### src/sfu_pkg.sv
package sfu_pkg;
    // Register byte addresses on the AXI4-Lite bus.
    localparam logic [7:0] ADDR_PSW_FLAGS = 8'h00;
    localparam logic [7:0] ADDR_PWR_CTRL  = 8'h04;
    localparam logic [7:0] ADDR_ACC       = 8'h08;
    localparam logic [7:0] ADDR_OPERAND   = 8'h0C;
    localparam logic [7:0] ADDR_B_REG     = 8'h10;
    localparam logic [7:0] ADDR_OP_CMD    = 8'h14;
    localparam logic [7:0] ADDR_RESULT    = 8'h18;
    localparam logic [7:0] PWR_CTRL_INDEX = 8'h87;
    // Status word bit positions.
    localparam int BIT_CY = 7;
    localparam int BIT_AC = 6;
    localparam int BIT_OV = 2;
    localparam int BIT_F1 = 1;
    localparam int BIT_P  = 0;
    // Power control spare flag positions.
    localparam int BIT_GF1 = 3;
    localparam int BIT_GF0 = 2;
    localparam logic [7:0] PSW_RESET  = 8'h00;
    localparam logic [7:0] PWR_RESET  = 8'h00;
    localparam logic [7:0] PSW_SW_MSK = 8'hFE;
    localparam logic [7:0] PWR_SW_MSK = 8'h0C;
    localparam logic [15:0] MUL_MAX   = 16'h00FF;
    localparam logic [1:0] RESP_OKAY   = 2'h0;
    localparam logic [1:0] RESP_SLVERR = 2'h2;
    // Operation codes written to the command register.
    typedef enum logic [3:0] {
        OP_ADD   = 4'h0,
        OP_ADD_WITH_CARRY_OP  = 4'h1,
        OP_SUBTRACT_WITH_BORROW_OP  = 4'h2,
        OP_MUL   = 4'h3,
        OP_DIV   = 4'h4,
        OP_CLRC  = 4'h5,
        OP_SETC  = 4'h6,
        OP_CPLC  = 4'h7,
        OP_ANLC  = 4'h8,
        OP_ORLC  = 4'h9,
        OP_MOVC  = 4'hA,
        OP_RRC   = 4'hB,
        OP_RLC   = 4'hC,
        OP_DA    = 4'hD,
        OP_CJNE  = 4'hE,
        OP_NOP   = 4'hF
    } sfu_op_t;
endpackage : sfu_pkg

### src/sfu_alu.sv
`timescale 1ns/1ps
// Combinational flag and result calculation for one operation.
module sfu_alu (
    input  wire logic [3:0]  op,        // Operation code.
    input  wire logic [7:0]  acc,       // Accumulator operand.
    input  wire logic [7:0]  opnd,      // Second operand or bit source in bit 0.
    input  wire logic [7:0]  breg,      // Multiply and divide partner.
    input  wire logic        cy_in,     // Current carry.
    output logic      [15:0] result,    // Result, high byte for multiply and divide.
    output logic             cy_out,    // New carry.
    output logic             ov_out,    // New overflow.
    output logic             ac_out,    // New half carry.
    output logic             wr_cy,     // Carry is updated.
    output logic             wr_ovac,   // Overflow and half carry are updated.
    output logic             wr_ov      // Overflow alone is updated.
);
    logic [8:0]  sum9;
    logic [7:0]  low7;
    logic [4:0]  nib;
    logic [15:0] prod;
    logic        c6;
    logic        bsrc;
    logic        cin;
    always_comb begin
        bsrc    = opnd[0];
        cin     = (op == sfu_pkg::OP_ADD) ? 1'b0 : cy_in;
        sum9    = 9'h000;
        low7    = 8'h00;
        nib     = 5'h00;
        c6      = 1'b0;
        prod    = 16'h0000;
        result  = 16'h0000;
        cy_out  = cy_in;
        ov_out  = 1'b0;
        ac_out  = 1'b0;
        wr_cy   = 1'b1;
        wr_ovac = 1'b0;
        wr_ov   = 1'b0;
        case (op)
            sfu_pkg::OP_ADD, sfu_pkg::OP_ADD_WITH_CARRY_OP: begin
                sum9    = {1'b0, acc} + {1'b0, opnd} + {8'h00, cin};
                low7    = {1'b0, acc[6:0]} + {1'b0, opnd[6:0]} + {7'h00, cin};
                nib     = {1'b0, acc[3:0]} + {1'b0, opnd[3:0]} + {4'h0, cin};
                c6      = low7[7];
                result  = {8'h00, sum9[7:0]};
                cy_out  = sum9[8];
                ov_out  = c6 ^ sum9[8];
                ac_out  = nib[4];
                wr_ovac = 1'b1;
            end
            sfu_pkg::OP_SUBTRACT_WITH_BORROW_OP: begin
                sum9    = {1'b0, acc} - {1'b0, opnd} - {8'h00, cy_in};
                low7    = {1'b0, acc[6:0]} - {1'b0, opnd[6:0]} - {7'h00, cy_in};
                nib     = {1'b0, acc[3:0]} - {1'b0, opnd[3:0]} - {4'h0, cy_in};
                c6      = low7[7];
                result  = {8'h00, sum9[7:0]};
                cy_out  = sum9[8];
                ov_out  = c6 ^ sum9[8];
                ac_out  = nib[4];
                wr_ovac = 1'b1;
            end
            sfu_pkg::OP_MUL: begin
                prod   = {8'h00, acc} * {8'h00, breg};
                result = prod;
                cy_out = 1'b0;
                ov_out = prod > sfu_pkg::MUL_MAX;
                wr_ov  = 1'b1;
            end
            sfu_pkg::OP_DIV: begin
                cy_out = 1'b0;
                wr_ov  = 1'b1;
                if (breg == 8'h00) begin
                    ov_out = 1'b1;
                    result = 16'hFFFF;
                end else begin
                    result = {acc % breg, acc / breg};
                end
            end
            sfu_pkg::OP_CLRC: cy_out = 1'b0;
            sfu_pkg::OP_SETC: cy_out = 1'b1;
            sfu_pkg::OP_CPLC: cy_out = ~cy_in;
            sfu_pkg::OP_ANLC: cy_out = cy_in & bsrc;
            sfu_pkg::OP_ORLC: cy_out = cy_in | bsrc;
            sfu_pkg::OP_MOVC: cy_out = bsrc;
            sfu_pkg::OP_RRC: begin
                result = {8'h00, cy_in, acc[7:1]};
                cy_out = acc[0];
            end
            sfu_pkg::OP_RLC: begin
                result = {8'h00, acc[6:0], cy_in};
                cy_out = acc[7];
            end
            sfu_pkg::OP_DA: begin
                sum9 = {1'b0, acc};
                if (acc[3:0] > 4'h9 || breg[0]) begin
                    sum9 = sum9 + 9'h006;
                end
                if (sum9[7:4] > 4'h9 || sum9[8] || cy_in) begin
                    sum9 = sum9 + 9'h060;
                end
                result = {8'h00, sum9[7:0]};
                cy_out = cy_in | sum9[8];
            end
            sfu_pkg::OP_CJNE: begin
                result = {8'h00, acc};
                cy_out = acc < opnd;
            end
            default: wr_cy = 1'b0;
        endcase
    end
endmodule : sfu_alu

### src/sfu_flags.sv
// Added by the designer: register access over AXI4-Lite.
`timescale 1ns/1ps
module sfu_flags (
    input  wire logic        aclk,          // Core clock, 40 MHz.
    input  wire logic        aresetn,       // Synchronous reset, active low.
    input  wire logic [7:0]  s_axi_awaddr,  // Write address.
    input  wire logic        s_axi_awvalid, // Write address valid.
    output logic             s_axi_awready, // Write address ready.
    input  wire logic [31:0] s_axi_wdata,   // Write data.
    input  wire logic [3:0]  s_axi_wstrb,   // Write strobes.
    input  wire logic        s_axi_wvalid,  // Write data valid.
    output logic             s_axi_wready,  // Write data ready.
    output logic [1:0]       s_axi_bresp,   // Write response.
    output logic             s_axi_bvalid,  // Write response valid.
    input  wire logic        s_axi_bready,  // Write response ready.
    input  wire logic [7:0]  s_axi_araddr,  // Read address.
    input  wire logic        s_axi_arvalid, // Read address valid.
    output logic             s_axi_arready, // Read address ready.
    output logic [31:0]      s_axi_rdata,   // Read data.
    output logic [1:0]       s_axi_rresp,   // Read response.
    output logic             s_axi_rvalid,  // Read data valid.
    input  wire logic        s_axi_rready   // Read data ready.
);
    logic [7:0]  psw_reg;
    logic [7:0]  pwr_reg;
    logic [7:0]  acc_reg;
    logic [7:0]  opnd_reg;
    logic [7:0]  b_reg;
    logic [3:0]  op_reg;
    logic        go_reg;
    logic [15:0] res_reg;
    logic [7:0]  aw_reg;
    logic        aw_full_reg;
    logic [31:0] wd_reg;
    logic [3:0]  ws_reg;
    logic        w_full_reg;
    logic [15:0] alu_res;
    logic        alu_cy;
    logic        alu_ov;
    logic        alu_ac;
    logic        alu_wr_cy;
    logic        alu_wr_ovac;
    logic        alu_wr_ov;
    logic        wr_fire;
    logic        rd_fire;
    logic        wr_ok;

    function automatic logic addr_known(input logic [7:0] a);
        addr_known = (a == sfu_pkg::ADDR_PSW_FLAGS) || (a == sfu_pkg::ADDR_PWR_CTRL)
                  || (a == sfu_pkg::ADDR_ACC) || (a == sfu_pkg::ADDR_OPERAND)
                  || (a == sfu_pkg::ADDR_B_REG) || (a == sfu_pkg::ADDR_OP_CMD)
                  || (a == sfu_pkg::ADDR_RESULT);
    endfunction : addr_known

    sfu_alu u_alu (
        .op      (op_reg),
        .acc     (acc_reg),
        .opnd    (opnd_reg),
        .breg    (b_reg),
        .cy_in   (psw_reg[sfu_pkg::BIT_CY]),
        .result  (alu_res),
        .cy_out  (alu_cy),
        .ov_out  (alu_ov),
        .ac_out  (alu_ac),
        .wr_cy   (alu_wr_cy),
        .wr_ovac (alu_wr_ovac),
        .wr_ov   (alu_wr_ov)
    );

    // Write address and data are caught in either order; response follows both.
    assign wr_fire = aw_full_reg && w_full_reg && !s_axi_bvalid;
    assign rd_fire = s_axi_arvalid && s_axi_arready;
    assign wr_ok   = addr_known(aw_reg) && ws_reg[0];

    always_ff @(posedge aclk) begin
        if (!aresetn) begin
            aw_full_reg   <= 1'b0;
            aw_reg        <= 8'h00;
            s_axi_awready <= 1'b0;
        end else begin
            s_axi_awready <= !aw_full_reg && !s_axi_awready;
            if (s_axi_awvalid && s_axi_awready) begin
                aw_full_reg   <= 1'b1;
                aw_reg        <= s_axi_awaddr;
                s_axi_awready <= 1'b0;
            end else if (wr_fire) begin
                aw_full_reg <= 1'b0;
            end
        end
    end

    always_ff @(posedge aclk) begin
        if (!aresetn) begin
            w_full_reg   <= 1'b0;
            wd_reg       <= 32'h0000_0000;
            ws_reg       <= 4'h0;
            s_axi_wready <= 1'b0;
        end else begin
            s_axi_wready <= !w_full_reg && !s_axi_wready;
            if (s_axi_wvalid && s_axi_wready) begin
                w_full_reg   <= 1'b1;
                wd_reg       <= s_axi_wdata;
                ws_reg       <= s_axi_wstrb;
                s_axi_wready <= 1'b0;
            end else if (wr_fire) begin
                w_full_reg <= 1'b0;
            end
        end
    end

    always_ff @(posedge aclk) begin
        if (!aresetn) begin
            s_axi_bvalid <= 1'b0;
            s_axi_bresp  <= sfu_pkg::RESP_OKAY;
        end else if (wr_fire) begin
            s_axi_bvalid <= 1'b1;
            s_axi_bresp  <= addr_known(aw_reg) ? sfu_pkg::RESP_OKAY : sfu_pkg::RESP_SLVERR;
        end else if (s_axi_bready) begin
            s_axi_bvalid <= 1'b0;
        end
    end

    // Operand registers and command launch; an operation runs the cycle after go.
    always_ff @(posedge aclk) begin
        if (!aresetn) begin
            acc_reg  <= 8'h00;
            opnd_reg <= 8'h00;
            b_reg    <= 8'h00;
            op_reg   <= sfu_pkg::OP_NOP;
            go_reg   <= 1'b0;
            res_reg  <= 16'h0000;
        end else begin
            go_reg <= 1'b0;
            if (go_reg) begin
                res_reg <= alu_res;
                if (op_reg == sfu_pkg::OP_MUL || op_reg == sfu_pkg::OP_DIV) begin
                    acc_reg <= alu_res[7:0];
                    b_reg   <= alu_res[15:8];
                end else if (op_reg != sfu_pkg::OP_CJNE && op_reg != sfu_pkg::OP_NOP
                             && (alu_wr_ovac || op_reg == sfu_pkg::OP_RRC
                             || op_reg == sfu_pkg::OP_RLC || op_reg == sfu_pkg::OP_DA)) begin
                    acc_reg <= alu_res[7:0];
                end
            end
            if (wr_fire && wr_ok) begin
                case (aw_reg)
                    sfu_pkg::ADDR_ACC:     acc_reg  <= wd_reg[7:0];
                    sfu_pkg::ADDR_OPERAND: opnd_reg <= wd_reg[7:0];
                    sfu_pkg::ADDR_B_REG:   b_reg    <= wd_reg[7:0];
                    sfu_pkg::ADDR_OP_CMD: begin
                        op_reg <= wd_reg[3:0];
                        go_reg <= 1'b1;
                    end
                    default: ;
                endcase
            end
        end
    end

    // Status word: hardware updates win over a software write in the same cycle.
    always_ff @(posedge aclk) begin
        if (!aresetn) begin
            psw_reg <= sfu_pkg::PSW_RESET;
        end else begin
            if (wr_fire && wr_ok && aw_reg == sfu_pkg::ADDR_PSW_FLAGS) begin
                psw_reg[7:1] <= wd_reg[7:1];
            end
            if (go_reg && alu_wr_cy) begin
                psw_reg[sfu_pkg::BIT_CY] <= alu_cy;
            end
            if (go_reg && (alu_wr_ovac || alu_wr_ov)) begin
                psw_reg[sfu_pkg::BIT_OV] <= alu_ov;
            end
            if (go_reg && alu_wr_ovac) begin
                psw_reg[sfu_pkg::BIT_AC] <= alu_ac;
            end
            psw_reg[sfu_pkg::BIT_P] <= ^((go_reg && (op_reg == sfu_pkg::OP_MUL
                || op_reg == sfu_pkg::OP_DIV || alu_wr_ovac || op_reg == sfu_pkg::OP_RRC
                || op_reg == sfu_pkg::OP_RLC || op_reg == sfu_pkg::OP_DA))
                ? alu_res[7:0]
                : ((wr_fire && wr_ok && aw_reg == sfu_pkg::ADDR_ACC) ? wd_reg[7:0]
                : acc_reg));
        end
    end

    always_ff @(posedge aclk) begin
        if (!aresetn) begin
            pwr_reg <= sfu_pkg::PWR_RESET;
        end else if (wr_fire && wr_ok && aw_reg == sfu_pkg::ADDR_PWR_CTRL) begin
            pwr_reg <= wd_reg[7:0] & sfu_pkg::PWR_SW_MSK;
        end
    end

    always_ff @(posedge aclk) begin
        if (!aresetn) begin
            s_axi_arready <= 1'b0;
            s_axi_rvalid  <= 1'b0;
            s_axi_rdata   <= 32'h0000_0000;
            s_axi_rresp   <= sfu_pkg::RESP_OKAY;
        end else begin
            s_axi_arready <= !s_axi_rvalid && !s_axi_arready;
            if (rd_fire) begin
                s_axi_arready <= 1'b0;
                s_axi_rvalid  <= 1'b1;
                s_axi_rresp   <= addr_known(s_axi_araddr) ? sfu_pkg::RESP_OKAY
                                                          : sfu_pkg::RESP_SLVERR;
                case (s_axi_araddr)
                    sfu_pkg::ADDR_PSW_FLAGS: s_axi_rdata <= {24'h000000, psw_reg};
                    sfu_pkg::ADDR_PWR_CTRL:  s_axi_rdata <= {24'h000000, pwr_reg};
                    sfu_pkg::ADDR_ACC:       s_axi_rdata <= {24'h000000, acc_reg};
                    sfu_pkg::ADDR_OPERAND:   s_axi_rdata <= {24'h000000, opnd_reg};
                    sfu_pkg::ADDR_B_REG:     s_axi_rdata <= {24'h000000, b_reg};
                    sfu_pkg::ADDR_OP_CMD:    s_axi_rdata <= {28'h0000000, op_reg};
                    sfu_pkg::ADDR_RESULT:    s_axi_rdata <= {16'h0000, res_reg};
                    default:                 s_axi_rdata <= 32'h0000_0000;
                endcase
            end else if (s_axi_rvalid && s_axi_rready) begin
                s_axi_rvalid <= 1'b0;
            end
        end
    end

    AST_PARITY: assert property (@(posedge aclk) disable iff (!aresetn)
        !go_reg ##1 !go_reg |-> psw_reg[sfu_pkg::BIT_P] == ^acc_reg)
        else $error("parity flag does not match accumulator");
    AST_ADD_OV: assert property (@(posedge aclk) disable iff (!aresetn)
        go_reg && op_reg == sfu_pkg::OP_ADD |=> psw_reg[sfu_pkg::BIT_OV] ==
        (($past(acc_reg[7]) == $past(opnd_reg[7])) && ($past(acc_reg[7]) != acc_reg[7])))
        else $error("add overflow wrong");
    AST_SUBTRACT_WITH_BORROW_OP_OV: assert property (@(posedge aclk) disable iff (!aresetn)
        go_reg && op_reg == sfu_pkg::OP_SUBTRACT_WITH_BORROW_OP |=> psw_reg[sfu_pkg::BIT_OV] ==
        (($past(acc_reg[7]) != $past(opnd_reg[7])) && ($past(acc_reg[7]) != acc_reg[7])))
        else $error("subtract overflow wrong");
    AST_MUL: assert property (@(posedge aclk) disable iff (!aresetn)
        go_reg && op_reg == sfu_pkg::OP_MUL |=> !psw_reg[sfu_pkg::BIT_CY]
        && psw_reg[sfu_pkg::BIT_OV] == (b_reg != 8'h00))
        else $error("multiply flags wrong");
    AST_DIV: assert property (@(posedge aclk) disable iff (!aresetn)
        go_reg && op_reg == sfu_pkg::OP_DIV |=> !psw_reg[sfu_pkg::BIT_CY]
        && psw_reg[sfu_pkg::BIT_OV] == ($past(b_reg) == 8'h00))
        else $error("divide flags wrong");
    AST_SETC: assert property (@(posedge aclk) disable iff (!aresetn)
        go_reg && op_reg == sfu_pkg::OP_SETC |=> psw_reg[sfu_pkg::BIT_CY]
        && $stable(psw_reg[sfu_pkg::BIT_OV]) && $stable(psw_reg[sfu_pkg::BIT_AC]))
        else $error("set carry wrong");
    AST_USER_FLAG: assert property (@(posedge aclk) disable iff (!aresetn)
        !(wr_fire && aw_reg == sfu_pkg::ADDR_PSW_FLAGS) |=> $stable(psw_reg[sfu_pkg::BIT_F1]))
        else $error("user flag changed without a write");
    AST_SPARE: assert property (@(posedge aclk) disable iff (!aresetn)
        (pwr_reg & ~sfu_pkg::PWR_SW_MSK) == 8'h00)
        else $error("power control holds stray bits");
    AST_BRESP: assert property (@(posedge aclk) disable iff (!aresetn)
        wr_fire |=> s_axi_bvalid)
        else $error("write response missing");
    COV_DIV0: cover property (@(posedge aclk) go_reg && op_reg == sfu_pkg::OP_DIV
        && b_reg == 8'h00);
    COV_ADDOV: cover property (@(posedge aclk) go_reg && op_reg == sfu_pkg::OP_ADD && alu_ov);
    COV_MULOV: cover property (@(posedge aclk) go_reg && op_reg == sfu_pkg::OP_MUL && alu_ov);
endmodule : sfu_flags

### config.mk
export PLATFORM = sky130hd
export DESIGN_NAME = sfu_flags
export DESIGN_NICKNAME = d
export VERILOG_FILES = /design/src/sfu_pkg.sv /design/src/sfu_alu.sv /design/src/sfu_flags.sv
export SDC_FILE = /design/constraint.sdc
export NUM_CORES = 1
export LEC_CHECK = 0
export BUFFER_PORTS_ARGS = -buffer_cell sky130_fd_sc_hd__buf_2
export CAP_MARGIN = 20
export CELL_PAD_IN_SITES_DETAIL_PLACEMENT = 0
export CELL_PAD_IN_SITES_GLOBAL_PLACEMENT = 1
export CORE_UTILIZATION = 49
export CTS_CLUSTER_SIZE = 14
export DETAILED_ROUTE_END_ITERATION = 8
export PLACE_DENSITY = 0.91
export SYNTH_ARGS = -nofsm -noshare
export SYNTH_HDL_FRONTEND = slang
export SYNTH_SLANG_ARGS = --single-unit
### constraint.sdc
create_clock -name aclk -period 18.1 [get_ports aclk]
set_input_delay 2.715 -clock aclk [delete_from_list [all_inputs] [get_ports aclk]]
set_output_delay 2.715 -clock aclk [all_outputs]
set_load 0.05 [all_outputs]
# Word-level counts from Yosys, hierarchy flattened

Cells that the tools add are included.

Output and inout port bits: 41
Bits of input ports: 59
Bits in registers: 115
Word-level logic and storage cells: 197

Bitwise logic cells: 7
Magnitude comparators: 4
Muxes and demuxes: 40
Reductions and logical operators: 75
Div/mod/pow operators: 2
Eq/ne operators: 29
Multipliers: 1
Add/sub/neg operators: 14

Operators with widths:

| kind                  | count |
|---|---|
| $pmux W16 S8          | 1 |
| $pmux W16 S7          | 1 |
| $mux W8               | 11 |
| $eq A8 B5 Y1 const B  | 6 |
| $mux W9               | 4 |
| $eq A8 B4 Y1 const B  | 4 |
| $eq A4 B4 Y1 const B  | 7 |
| $logic_not A8 Y1      | 3 |
| $logic_or A1 B1 Y1    | 24 |
| $logic_and A1 B1 Y1   | 20 |
| $eq A4 B3 Y1 const B  | 4 |
| $eq A8 B3 Y1 const B  | 2 |
| $gt A16 B8 Y1 const B | 1 |
| $mul A8 B8 Y16        | 1 |
| $mux W1               | 16 |
| $mux W16              | 1 |
| $reduce_or A15 Y1     | 1 |
| $reduce_bool A2 Y1    | 7 |
| $ne A13 B2 Y1 const B | 1 |
| $pmux W1 S12          | 1 |
| $reduce_or A2 Y1      | 5 |
| $add A8 B3 Y9 const B | 1 |
| $add A8 B8 Y9         | 1 |
| $add A9 B1 Y9         | 1 |
| 31 further kinds      | 48 |

# Depth between registers and ports, before layout

Gate-level depths: netlist of the first run.

Depth in word-level cells: 15
Gate-level depth with buffers: 55
Depth with buffers taken out: 51

# Cells and area by module

Synthesis of the first run repeated with hierarchy kept, for this count alone.

Cells, all modules: 1320
Area total of the unflattened synthesis: 10720.3 µm²

By module, submodules not included:

| module    | area each (µm²) | cells each | instances | sequential area each (µm²) |
|---|---|---|---|---|
| sfu_alu   | 6054.6          | 842        | 1         | 0.0 |
| sfu_flags | 4665.7          | 478        | 1         | 1941.9 |

# Worst setup path before layout of the first run

Ideal clock, no wire load.

Path type: register to register
Start point: register b_reg[5]
End point: register b_reg[6]
Arrival time: 12.221 ns
Cell stages (with the launch flop): 50
Setup slack: 5.787 ns
Required time: 18.008 ns
Period minus slack after synthesis: 12.313 ns
Library setup time: 0.092 ns
Buffers on the path: 4
Cells stage by stage: dfxtp_1 -> buf_6 -> or4_4 -> or3_1 -> buf_2 -> nor2_1 -> a21oi_1 -> a21oi_1 -> ha_1 -> nor3_1 -> a221oi_1 -> or2_2 -> and2_1 -> ha_1 -> o21a_1 -> o21ai_0 -> mux2_2 -> ha_1 -> (+14 left out) -> mux2_2 -> ha_1 -> o21a_1 -> o31a_1 -> nand2b_1 -> a21oi_1 -> clkbuf_1 -> a21oi_1 -> fa_1 -> a21o_1 -> a21oi_1 -> o21bai_1 -> a2111oi_0 -> o21bai_1 -> mux2_2 -> a21oi_1 -> a2111oi_2 -> nor4_1

Word-level cells in the longest chain between the ends: 7
Elaborated cells on any way between the ends: 9
Classes of those cells: mul (1); div (1); mux (6); reduce/logical (1)

RTL lines:

| item                                                     | RTL line                     | RTL |
|---|---|---|
| start, declared                                          | sfu_flags.sv:28              | `logic [7:0] b_reg;` |
| start signal, assigned                                   | sfu_flags.sv:138             | `b_reg <= alu_res[15:8];` |
| start signal, assigned                                   | sfu_flags.sv:149             | `sfu_pkg::ADDR_B_REG: b_reg <= wd_reg[7:0];` |
| $mod A8 B8 Y8 / $logic_not A8 Y1 (equally long branches) | sfu_alu.sv:76, sfu_alu.sv:72 |  |
| $mux W16                                                 | sfu_alu.sv:72                | `if (breg == 8'h00) begin` |
| $pmux W16 S8 (*)                                         | sfu_alu.sv:39                | `case (op)` |
| $mux W8 (*)                                              | sfu_flags.sv:136             | `if (op_reg == sfu_pkg::OP_MUL \|\| op_reg == sfu_pkg::OP_DIV) begin` |
| $mux W8 (*)                                              | sfu_flags.sv:134             | `if (go_reg) begin` |
| $mux W8                                                  | sfu_flags.sv:146             | `case (aw_reg)` |
| $mux W8 (*)                                              | sfu_flags.sv:145             | `if (wr_fire && wr_ok) begin` |

Mark *: on every way between the ends. The rest lies on a longest branch, timed or not.
A chain may end at the register's enable or synchronous reset.

# Final worst setup path of the first run

Start point: register b_reg[5]
End point: register b_reg[0]

The elaborated chain is that of the path after synthesis.

==> results of run 1 <==
==> power by group <==
group	total (mW)	switching [mW]	leakage [nW]	internal [mW]
registers	0.221	0.00474	0.784	0.216
clock network	0.207	0.0819	0.152	0.125
logic	0.0304	0.0234	3.95	0.00702
total	0.458	0.110	4.88	0.348
==> critical path: cells and delay by family (launching register included) <==
kind,cells,cell delay [ns]
DFF,1,0.46
muxes,5,1.78
buffers and inverters,2,0.34
adders and majority gates,7,2.25
and+or+nand+nor,9,2.71
AOI/OAI and AO/OA,25,6.50
==> metal layers <==
| metal | global-route usage, % | routed length, um |
|---|---|---|
| met5 | 0 | 0 |
| met4 | 13.2 | 1380 |
| met3 | 3.50 | 2390 |
| met2 | 46.5 | 13700 |
| met1 | 38.8 | 13400 |
==> worst min-delay path by stage <==
| stage | from | endpoint | slack, ns |
|---|---|---|---|
| 2_1_floorplan | aw_full_reg$_SDFFE_PN0P_ | s_axi_awready$_SDFF_PP0_ | 0.42 |
| 3_3_place_gp | aw_full_reg$_SDFFE_PN0P_ | s_axi_awready$_SDFF_PP0_ | 0.43 |
| 3_5_place_dp | w_full_reg$_SDFFE_PN0P_ | s_axi_wready$_SDFF_PP0_ | 0.44 |
| 4_1_cts | aw_reg[7]$_SDFFE_PN0P_ | aw_reg[7]$_SDFFE_PN0P_ | 0.46 |
| 5_1_grt | res_reg[13]$_SDFFE_PN0P_ | res_reg[13]$_SDFFE_PN0P_ | 0.47 |
| 6_report | res_reg[13]$_SDFFE_PN0P_ | res_reg[13]$_SDFFE_PN0P_ | 0.45 |
==> Yosys cell counts, types with 5 or more instances <==
cell type	count	share of area (%)
or3_1	9	0.55
a221oi_1	9	0.77
xor2_1	19	1.6
nor4_1	9	0.55
and3_1	6	0.37
a211o_1	5	0.43
nor3_1	35	1.7
or2_2	6	0.37
a22oi_1	30	2.2
inv_1	109	4.0
o21ai_0	58	2.8
buf_2	5	0.25
and2_1	7	0.43
buf_4	18	1.3
clkbuf_1	60	2.2
o22ai_1	6	0.37
o21bai_1	6	0.44
o21a_1	13	0.96
fa_1	41	8.1
a211oi_1	21	1.5
ha_1	109	13
nand3_1	35	1.7
nor2_1	136	5.0
nand2b_1	14	0.86
buf_1	5	0.18
nor2b_1	13	0.80
a31oi_1	11	0.68
o211ai_1	7	0.52
xnor2_1	36	3.1
o21ai_1	5	0.25
a222oi_1	7	0.69
a21oi_1	116	5.7
dfxtp_1	97	19
mux2_2	11	1.2
nand2_1	130	4.8
a21o_1	15	1.1
mux2i_1	33	3.2
nand4_1	5	0.31
==> cell usage in the layout, fill, tap and decap left out, types with 5 or more instances in the layout <==
master     instances
nor2_1           136
nand2_1          130
a21oi_1          116
ha_1             109
inv_1            108
dfxtp_1           97
o21ai_0           58
buf_2             54
fa_1              41
xnor2_1           36
nand3_1           35
nor3_1            35
mux2i_1           33
a22oi_1           30
a211oi_1          21
buf_4             20
xor2_1            19
conb_1            18
a21o_1            15
nand2b_1          14
o21a_1            13
nor2b_1           13
a31oi_1           11
mux2_2            11
or3_1              9
nor4_1             9
a221oi_1           9
clkbuf_16          9
o211ai_1           7
and2_1             7
a222oi_1           7
or2_2              6
o22ai_1            6
and3_1             6
o21bai_1           6
nand4_1            5
o21ai_1            5
a211o_1            5
==> kinds of logic (layout without fill, tap and decap cells) <==
group	count (synthesis)	count (layout)	synth area share (%)
other	1	18	0.0368
multiplexers	45	45	4.60
XOR/XNOR	56	56	4.95
adder cells (fa/ha/maj)	150	150	21.4
buffers and inverters	203	205	8.27
AND/OR/NAND/NOR	423	423	19.0
flip-flops	97	97	19.0
AO/OA/AOI/OAI	356	356	22.7
==> layout make-up <==
cell class	count	share of cell area, %
inverters	114	3.90
flip-flops and latches	97	17.7
repair buffers	76	4.00
clock inverters	4	0.696
clock buffers	11	2.21
multi-input cells	1048	68.4
well taps	270	3.08
==> stage by stage <==
stage,utilization (%),hold WS [ns],cell area [sq um],power [mW],cells
floorplan,-,0.418,10300,0.251,1348
global placement,52.3,0.432,10600,0.256,1602
detailed placement,52.4,0.442,10600,0.256,1603
CTS,54.0,0.457,11000,0.460,1618
global route,54.0,0.470,11000,0.471,1620
finish,54.0,0.452,11000,0.458,1620
==> reports/metrics.cfg, run 1 <==
[global_routing]
grt_pass1_vias = 9343
grt_pass1_wl_um = 49200
antenna_found_initial = 1
gr-total-overflow = 0
gr-usage-all-layers_pct = 28.9
grt_max_degree = 60

[floorplanning]
coreArea_sq_um = 20300
dieHeight_um = 146
initial_core_util_pct = 50.2
dieWidth_um = 146
die-area_sq_um = 21400
num_io_pins = 100
core.rowCount = 52

[drt]
firstDrtPassIters = 8
drcViolationCount = 0
vias = 9789
routedWlPerCell_um = 19.0
postRouteWirelength_um = 30800
antenna_left = 0
drtIter0Drc = 963
viasPerCell = 6.04

[power_and_ir_drop]
cellLeakagePower_nw = 4.88
peakVddDrop_uv = 72.1
p_per_area_nw_per_um2 = 41.8

[sta]
fin_setup_tns_ns = 0
hold_viol = 0
grt_setup_unrepaired = false
fin_skew_ns = 0.00722
maxSlewHeadroom_pct = 40.3
final_max_slew_viol_count = 0
finalCritPeriodShare_pct = 78.2
finalSetupViolCount = 0
period_needed_ns = 14.15
fmax_mhz = 70.7
layout_setup_ws_ns = 3.95
worst_pin_slew_ns = 0.884

[worst_hold_path]
hold_depth = 2
hp-class = flop to flop

[flow_run]
maxCapViolCount = 0

[critical_path]
worstPathRequired_ns = 18.30
critPathCapture = b_reg[0]$_SDFF_PN0_
r2r_cells = 48
arrival_ns = 14.36
max_stage_delay_ns = 0.71
crit_path_end_kind = flop
r2r_start = b_reg[5]$_SDFF_PN0_
crit_slowest_cell = a2111oi_0
regToRegSetupSlack_ns = 3.95
cp-startpoint = b_reg[5]$_SDFF_PN0_
critPathMaxFanout = 10
worstSetupPathType = flop to flop
worst_path_most_repeated_cell = ha_1
worstReg2RegEnd = b_reg[0]$_SDFF_PN0_
startpoint_type = flop

[cts]
cts.htree.levels = 3
ctsHoldBuffers = 0
cts.sinks = 97
numCtsBuffers = 9
cts_buffer_depth = 2
post_cts_resized = 0
post_cts_buffers = 0
cts_tree = done
clkLatencyLatePin_ns = 0.34
clk_pin_slew_ns = 0.07
cts_root_buf = clkbuf_16

[place]
finalWeightedCongestion = 0.900
hpwl_um = 23000
dp_slack_ns = 4.26
portBuffers = 54

[logic_synthesis]
yosys_warnings = 0
ys_types = 78
syn_area_sq_um = 10200
synth_edf_count = 0
synthArstFlopShare_pct = 0
synthCells = 1331
ys.flop_type = dfxtp_1
yosys_register_bits = 97
ys_seq_area_share_pct = 19.0
syn_area_per_cell_sq_um = 7.66

[final_layout]
nNetsFinal = 1555
areaGrowthSynthToFinish_pct = 7.57
seq_area_sq_um = 1940
drive_gt1_share_pct = 9.41
nFillCells = 1949
multiInputGateArea_sq_um = 7500
n_antenna_cell = 0

[outcome]
status = finished clean

No activity file was read; power rests on OpenSTA's default activity.
==> run 2, diff against run 1 <==
--- a/config.mk
+++ b/config.mk
@@ -9,10 +9,10 @@
 export CAP_MARGIN = 20
 export CELL_PAD_IN_SITES_DETAIL_PLACEMENT = 0
 export CELL_PAD_IN_SITES_GLOBAL_PLACEMENT = 1
-export CORE_UTILIZATION = 49
+export CORE_UTILIZATION = 45
 export CTS_CLUSTER_SIZE = 14
 export DETAILED_ROUTE_END_ITERATION = 8
-export PLACE_DENSITY = 0.91
+export PLACE_DENSITY = 0.85
 export SYNTH_ARGS = -nofsm -noshare
 export SYNTH_HDL_FRONTEND = slang
 export SYNTH_SLANG_ARGS = --single-unit
==> constraint.sdc (replaced) <==
create_clock -name aclk -period 13.8 [get_ports aclk]
set_input_delay 2.07 -clock aclk [delete_from_list [all_inputs] [get_ports aclk]]
set_output_delay 2.07 -clock aclk [all_outputs]
set_load 0.05 [all_outputs]
==> run 2 against run 1 <==
Net effect: critical path depth unchanged; via count down 0.82%; register-to-register slack worse by 3.0 ns.
==> reports/metrics.cfg, run 2 (same netlist as run 1, synthesis figures left out) <==
[drt]
drcViolationCount = 0  ; unchanged
vias = 9709  ; was 9,789
routedWlPerCell_um = 19.2  ; was 19.0 um
drtIter0Drc = 767  ; was 963
viasPerCell = 5.94  ; was 6.04
postRouteWirelength_um = 31400  ; was 30,800 um
antenna_left = 0  ; unchanged
firstDrtPassIters = 8  ; unchanged

[global_routing]
grt_max_degree = 69  ; was 60
grt_pass1_vias = 9163  ; was 9,343
antenna_found_initial = 1  ; unchanged
gr-usage-all-layers_pct = 27.0  ; was 28.9%
gr-total-overflow = 0  ; unchanged
grt_pass1_wl_um = 49800  ; was 49,200 um

[sta]
fin_setup_tns_ns = 0  ; unchanged
hold_viol = 0  ; unchanged
layout_setup_ws_ns = 0.905  ; was 3.95 ns
maxSlewHeadroom_pct = 38.7  ; was 40.3%
fmax_mhz = 77.5  ; was 70.7 MHz
period_needed_ns = 12.90  ; was 14.15 ns
finalSetupViolCount = 0  ; unchanged
fin_skew_ns = 0.00969  ; was 0.00722 ns
grt_setup_unrepaired = false  ; unchanged
worst_pin_slew_ns = 0.912  ; was 0.884 ns
final_max_slew_viol_count = 0  ; unchanged
finalCritPeriodShare_pct = 93.4  ; was 78.2%

[critical_path]
startpoint_type = flop  ; unchanged
max_stage_delay_ns = 0.56  ; was 0.71 ns
worstPathRequired_ns = 14.03  ; was 18.30 ns
cp-startpoint = b_reg[6]$_SDFF_PN0_  ; was b_reg[5]$_SDFF_PN0_
r2r_start = b_reg[6]$_SDFF_PN0_  ; was b_reg[5]$_SDFF_PN0_
worst_path_most_repeated_cell = ha_1  ; unchanged
critPathMaxFanout = 8  ; was 10
worstReg2RegEnd = b_reg[2]$_SDFF_PN0_  ; was b_reg[0]$_SDFF_PN0_
crit_path_end_kind = flop  ; unchanged
crit_slowest_cell = or4_4  ; was a2111oi_0
critPathCapture = b_reg[2]$_SDFF_PN0_  ; was b_reg[0]$_SDFF_PN0_
regToRegSetupSlack_ns = 0.90  ; was 3.95 ns
arrival_ns = 13.13  ; was 14.36 ns
worstSetupPathType = flop to flop  ; unchanged
r2r_cells = 48  ; unchanged

[power_and_ir_drop]
peakVddDrop_uv = 68.7  ; was 72.1 uV
combPwrFrac_pct = 6.6  ; about the same
cellLeakagePower_nw = 4.91  ; was 4.88 nW
seqPwrFrac_pct = 47.9  ; was 48.3%
clkPwrFrac_pct = 45.5  ; was 45.1%
p_sw_share_pct = 24.3  ; was 24.0%
power_switching_mw = 0.147  ; was 0.110 mW
p_int_mw = 0.458  ; was 0.348 mW
power_mw = 0.605  ; was 0.458 mW
p_per_area_nw_per_um2 = 54.9  ; was 41.8 nW/um^2

[final_layout]
fin_util_pct = 50.1  ; was 54.0%
drive_gt1_share_pct = 9.97  ; was 9.41%
nFillCells = 2199  ; was 1,949
areaGrowthSynthToFinish_pct = 8.17  ; was 7.57%
final_common_cell = nor2_1  ; unchanged
nNetsFinal = 1558  ; was 1,555
layout_common_cells = 136 x nor2_1, 130 x nand2_1, 115 x a21oi_1, 109 x ha_1, 108 x inv_1  ; was 136 x nor2_1, 130 x nand2_1, 116 x a21oi_1, 109 x ha_1, 108 x inv_1
multiInputGateArea_sq_um = 7520  ; was 7500 sq um
n_antenna_cell = 0  ; unchanged
seq_area_sq_um = 1940  ; unchanged

[floorplanning]
core.rowCount = 54  ; was 52
die-area_sq_um = 23300  ; was 21,400 sq um
coreArea_sq_um = 22000  ; was 20,300 sq um
num_io_pins = 100  ; unchanged
initial_core_util_pct = 46.3  ; was 50.2%
dieWidth_um = 153  ; was 146 um
dieHeight_um = 153  ; was 146 um

[place]
finalWeightedCongestion = 0.902  ; was 0.900
portBuffers = 54  ; unchanged
hpwl_um = 23400  ; was 23,000 um
dp_slack_ns = 0.300  ; was 4.26 ns

[outcome]
status = finished clean  ; unchanged

[cts]
ctsHoldBuffers = 0  ; unchanged
cts_tree = done  ; unchanged
post_cts_resized = 0  ; unchanged
clk_pin_slew_ns = 0.06  ; was 0.07 ns
numCtsBuffers = 9  ; unchanged
cts.sinks = 97  ; unchanged
cts_buffer_depth = 2  ; unchanged
cts.htree.levels = 3  ; unchanged
cts_root_buf = clkbuf_16  ; unchanged
clkLatencyLatePin_ns = 0.35  ; was 0.34 ns
post_cts_buffers = 0  ; unchanged

[worst_hold_path]
hp-class = flop to flop  ; unchanged

[flow_run]
maxCapViolCount = 0  ; unchanged

==> run 2: critical path, delay by kind of cell (launching register included) <==
family / cells / cell delay, ns
mux: 4 / 1.43
fa+ha+maj: 7 / 2.34
buf+inv: 1 / 0.04
compound gates: 26 / 5.89
simple gates: 10 / 2.77
flops: 1 / 0.31
==> run 2: routing by layer <==
metal / up-vias / GRT usage [%] / routed length (um)
met5: - / 0 / 0
met2: 377 / 43.4 / 14000
met3: 75 / 3.73 / 2100
met1: 4583 / 36.7 / 14300
met4: 0 / 10.3 / 1120
li1: 4674 / - / -
==> run 2: power by group through the flow <==
stage | clock network (mW) | logic (mW) | registers, mW
after global routing | 0.291 | 0.0429 | 0.290
after floorplan | 0 | 0.0312 | 0.297
after global placement | 0 | 0.0394 | 0.296
after CTS | 0.278 | 0.0397 | 0.290
after detailed placement | 0 | 0.0397 | 0.296
final | 0.275 | 0.0399 | 0.290
==> run 2: cell type report <==
| class | instances | share of cell area, % |
|---|---|---|
| clock buffers | 11 | 2.20 |
| repair buffers | 79 | 4.19 |
| flip-flops and latches | 97 | 17.6 |
| inverters | 114 | 3.88 |
| well taps | 280 | 3.18 |
| multi-input cells | 1048 | 68.2 |
| clock inverters | 5 | 0.771 |
==> run 2: worst min path at each step <==
stage          cells past startpoint  slack, ns                     start                       end
2_1_floorplan                      1       0.42  aw_full_reg$_SDFFE_PN0P_  s_axi_awready$_SDFF_PP0_
3_3_place_gp                       1       0.43   w_full_reg$_SDFFE_PN0P_   s_axi_wready$_SDFF_PP0_
3_5_place_dp                       2       0.44  res_reg[13]$_SDFFE_PN0P_  res_reg[13]$_SDFFE_PN0P_
4_1_cts                            2       0.45  res_reg[13]$_SDFFE_PN0P_  res_reg[13]$_SDFFE_PN0P_
5_1_grt                            2       0.48    aw_reg[1]$_SDFFE_PN0P_    aw_reg[1]$_SDFFE_PN0P_
6_report                           2       0.45    aw_reg[0]$_SDFFE_PN0P_    aw_reg[0]$_SDFFE_PN0P_
==> run 2: stage by stage <==
step	hold WS, ns	cells	cell area (sq um)
2_1_floorplan	0.418	1348	10300
3_3_place_gp	0.431	1617	10700
3_5_place_dp	0.438	1618	10700
4_1_cts	0.448	1634	11000
5_1_grt	0.476	1634	11000
6_report	0.451	1634	11000
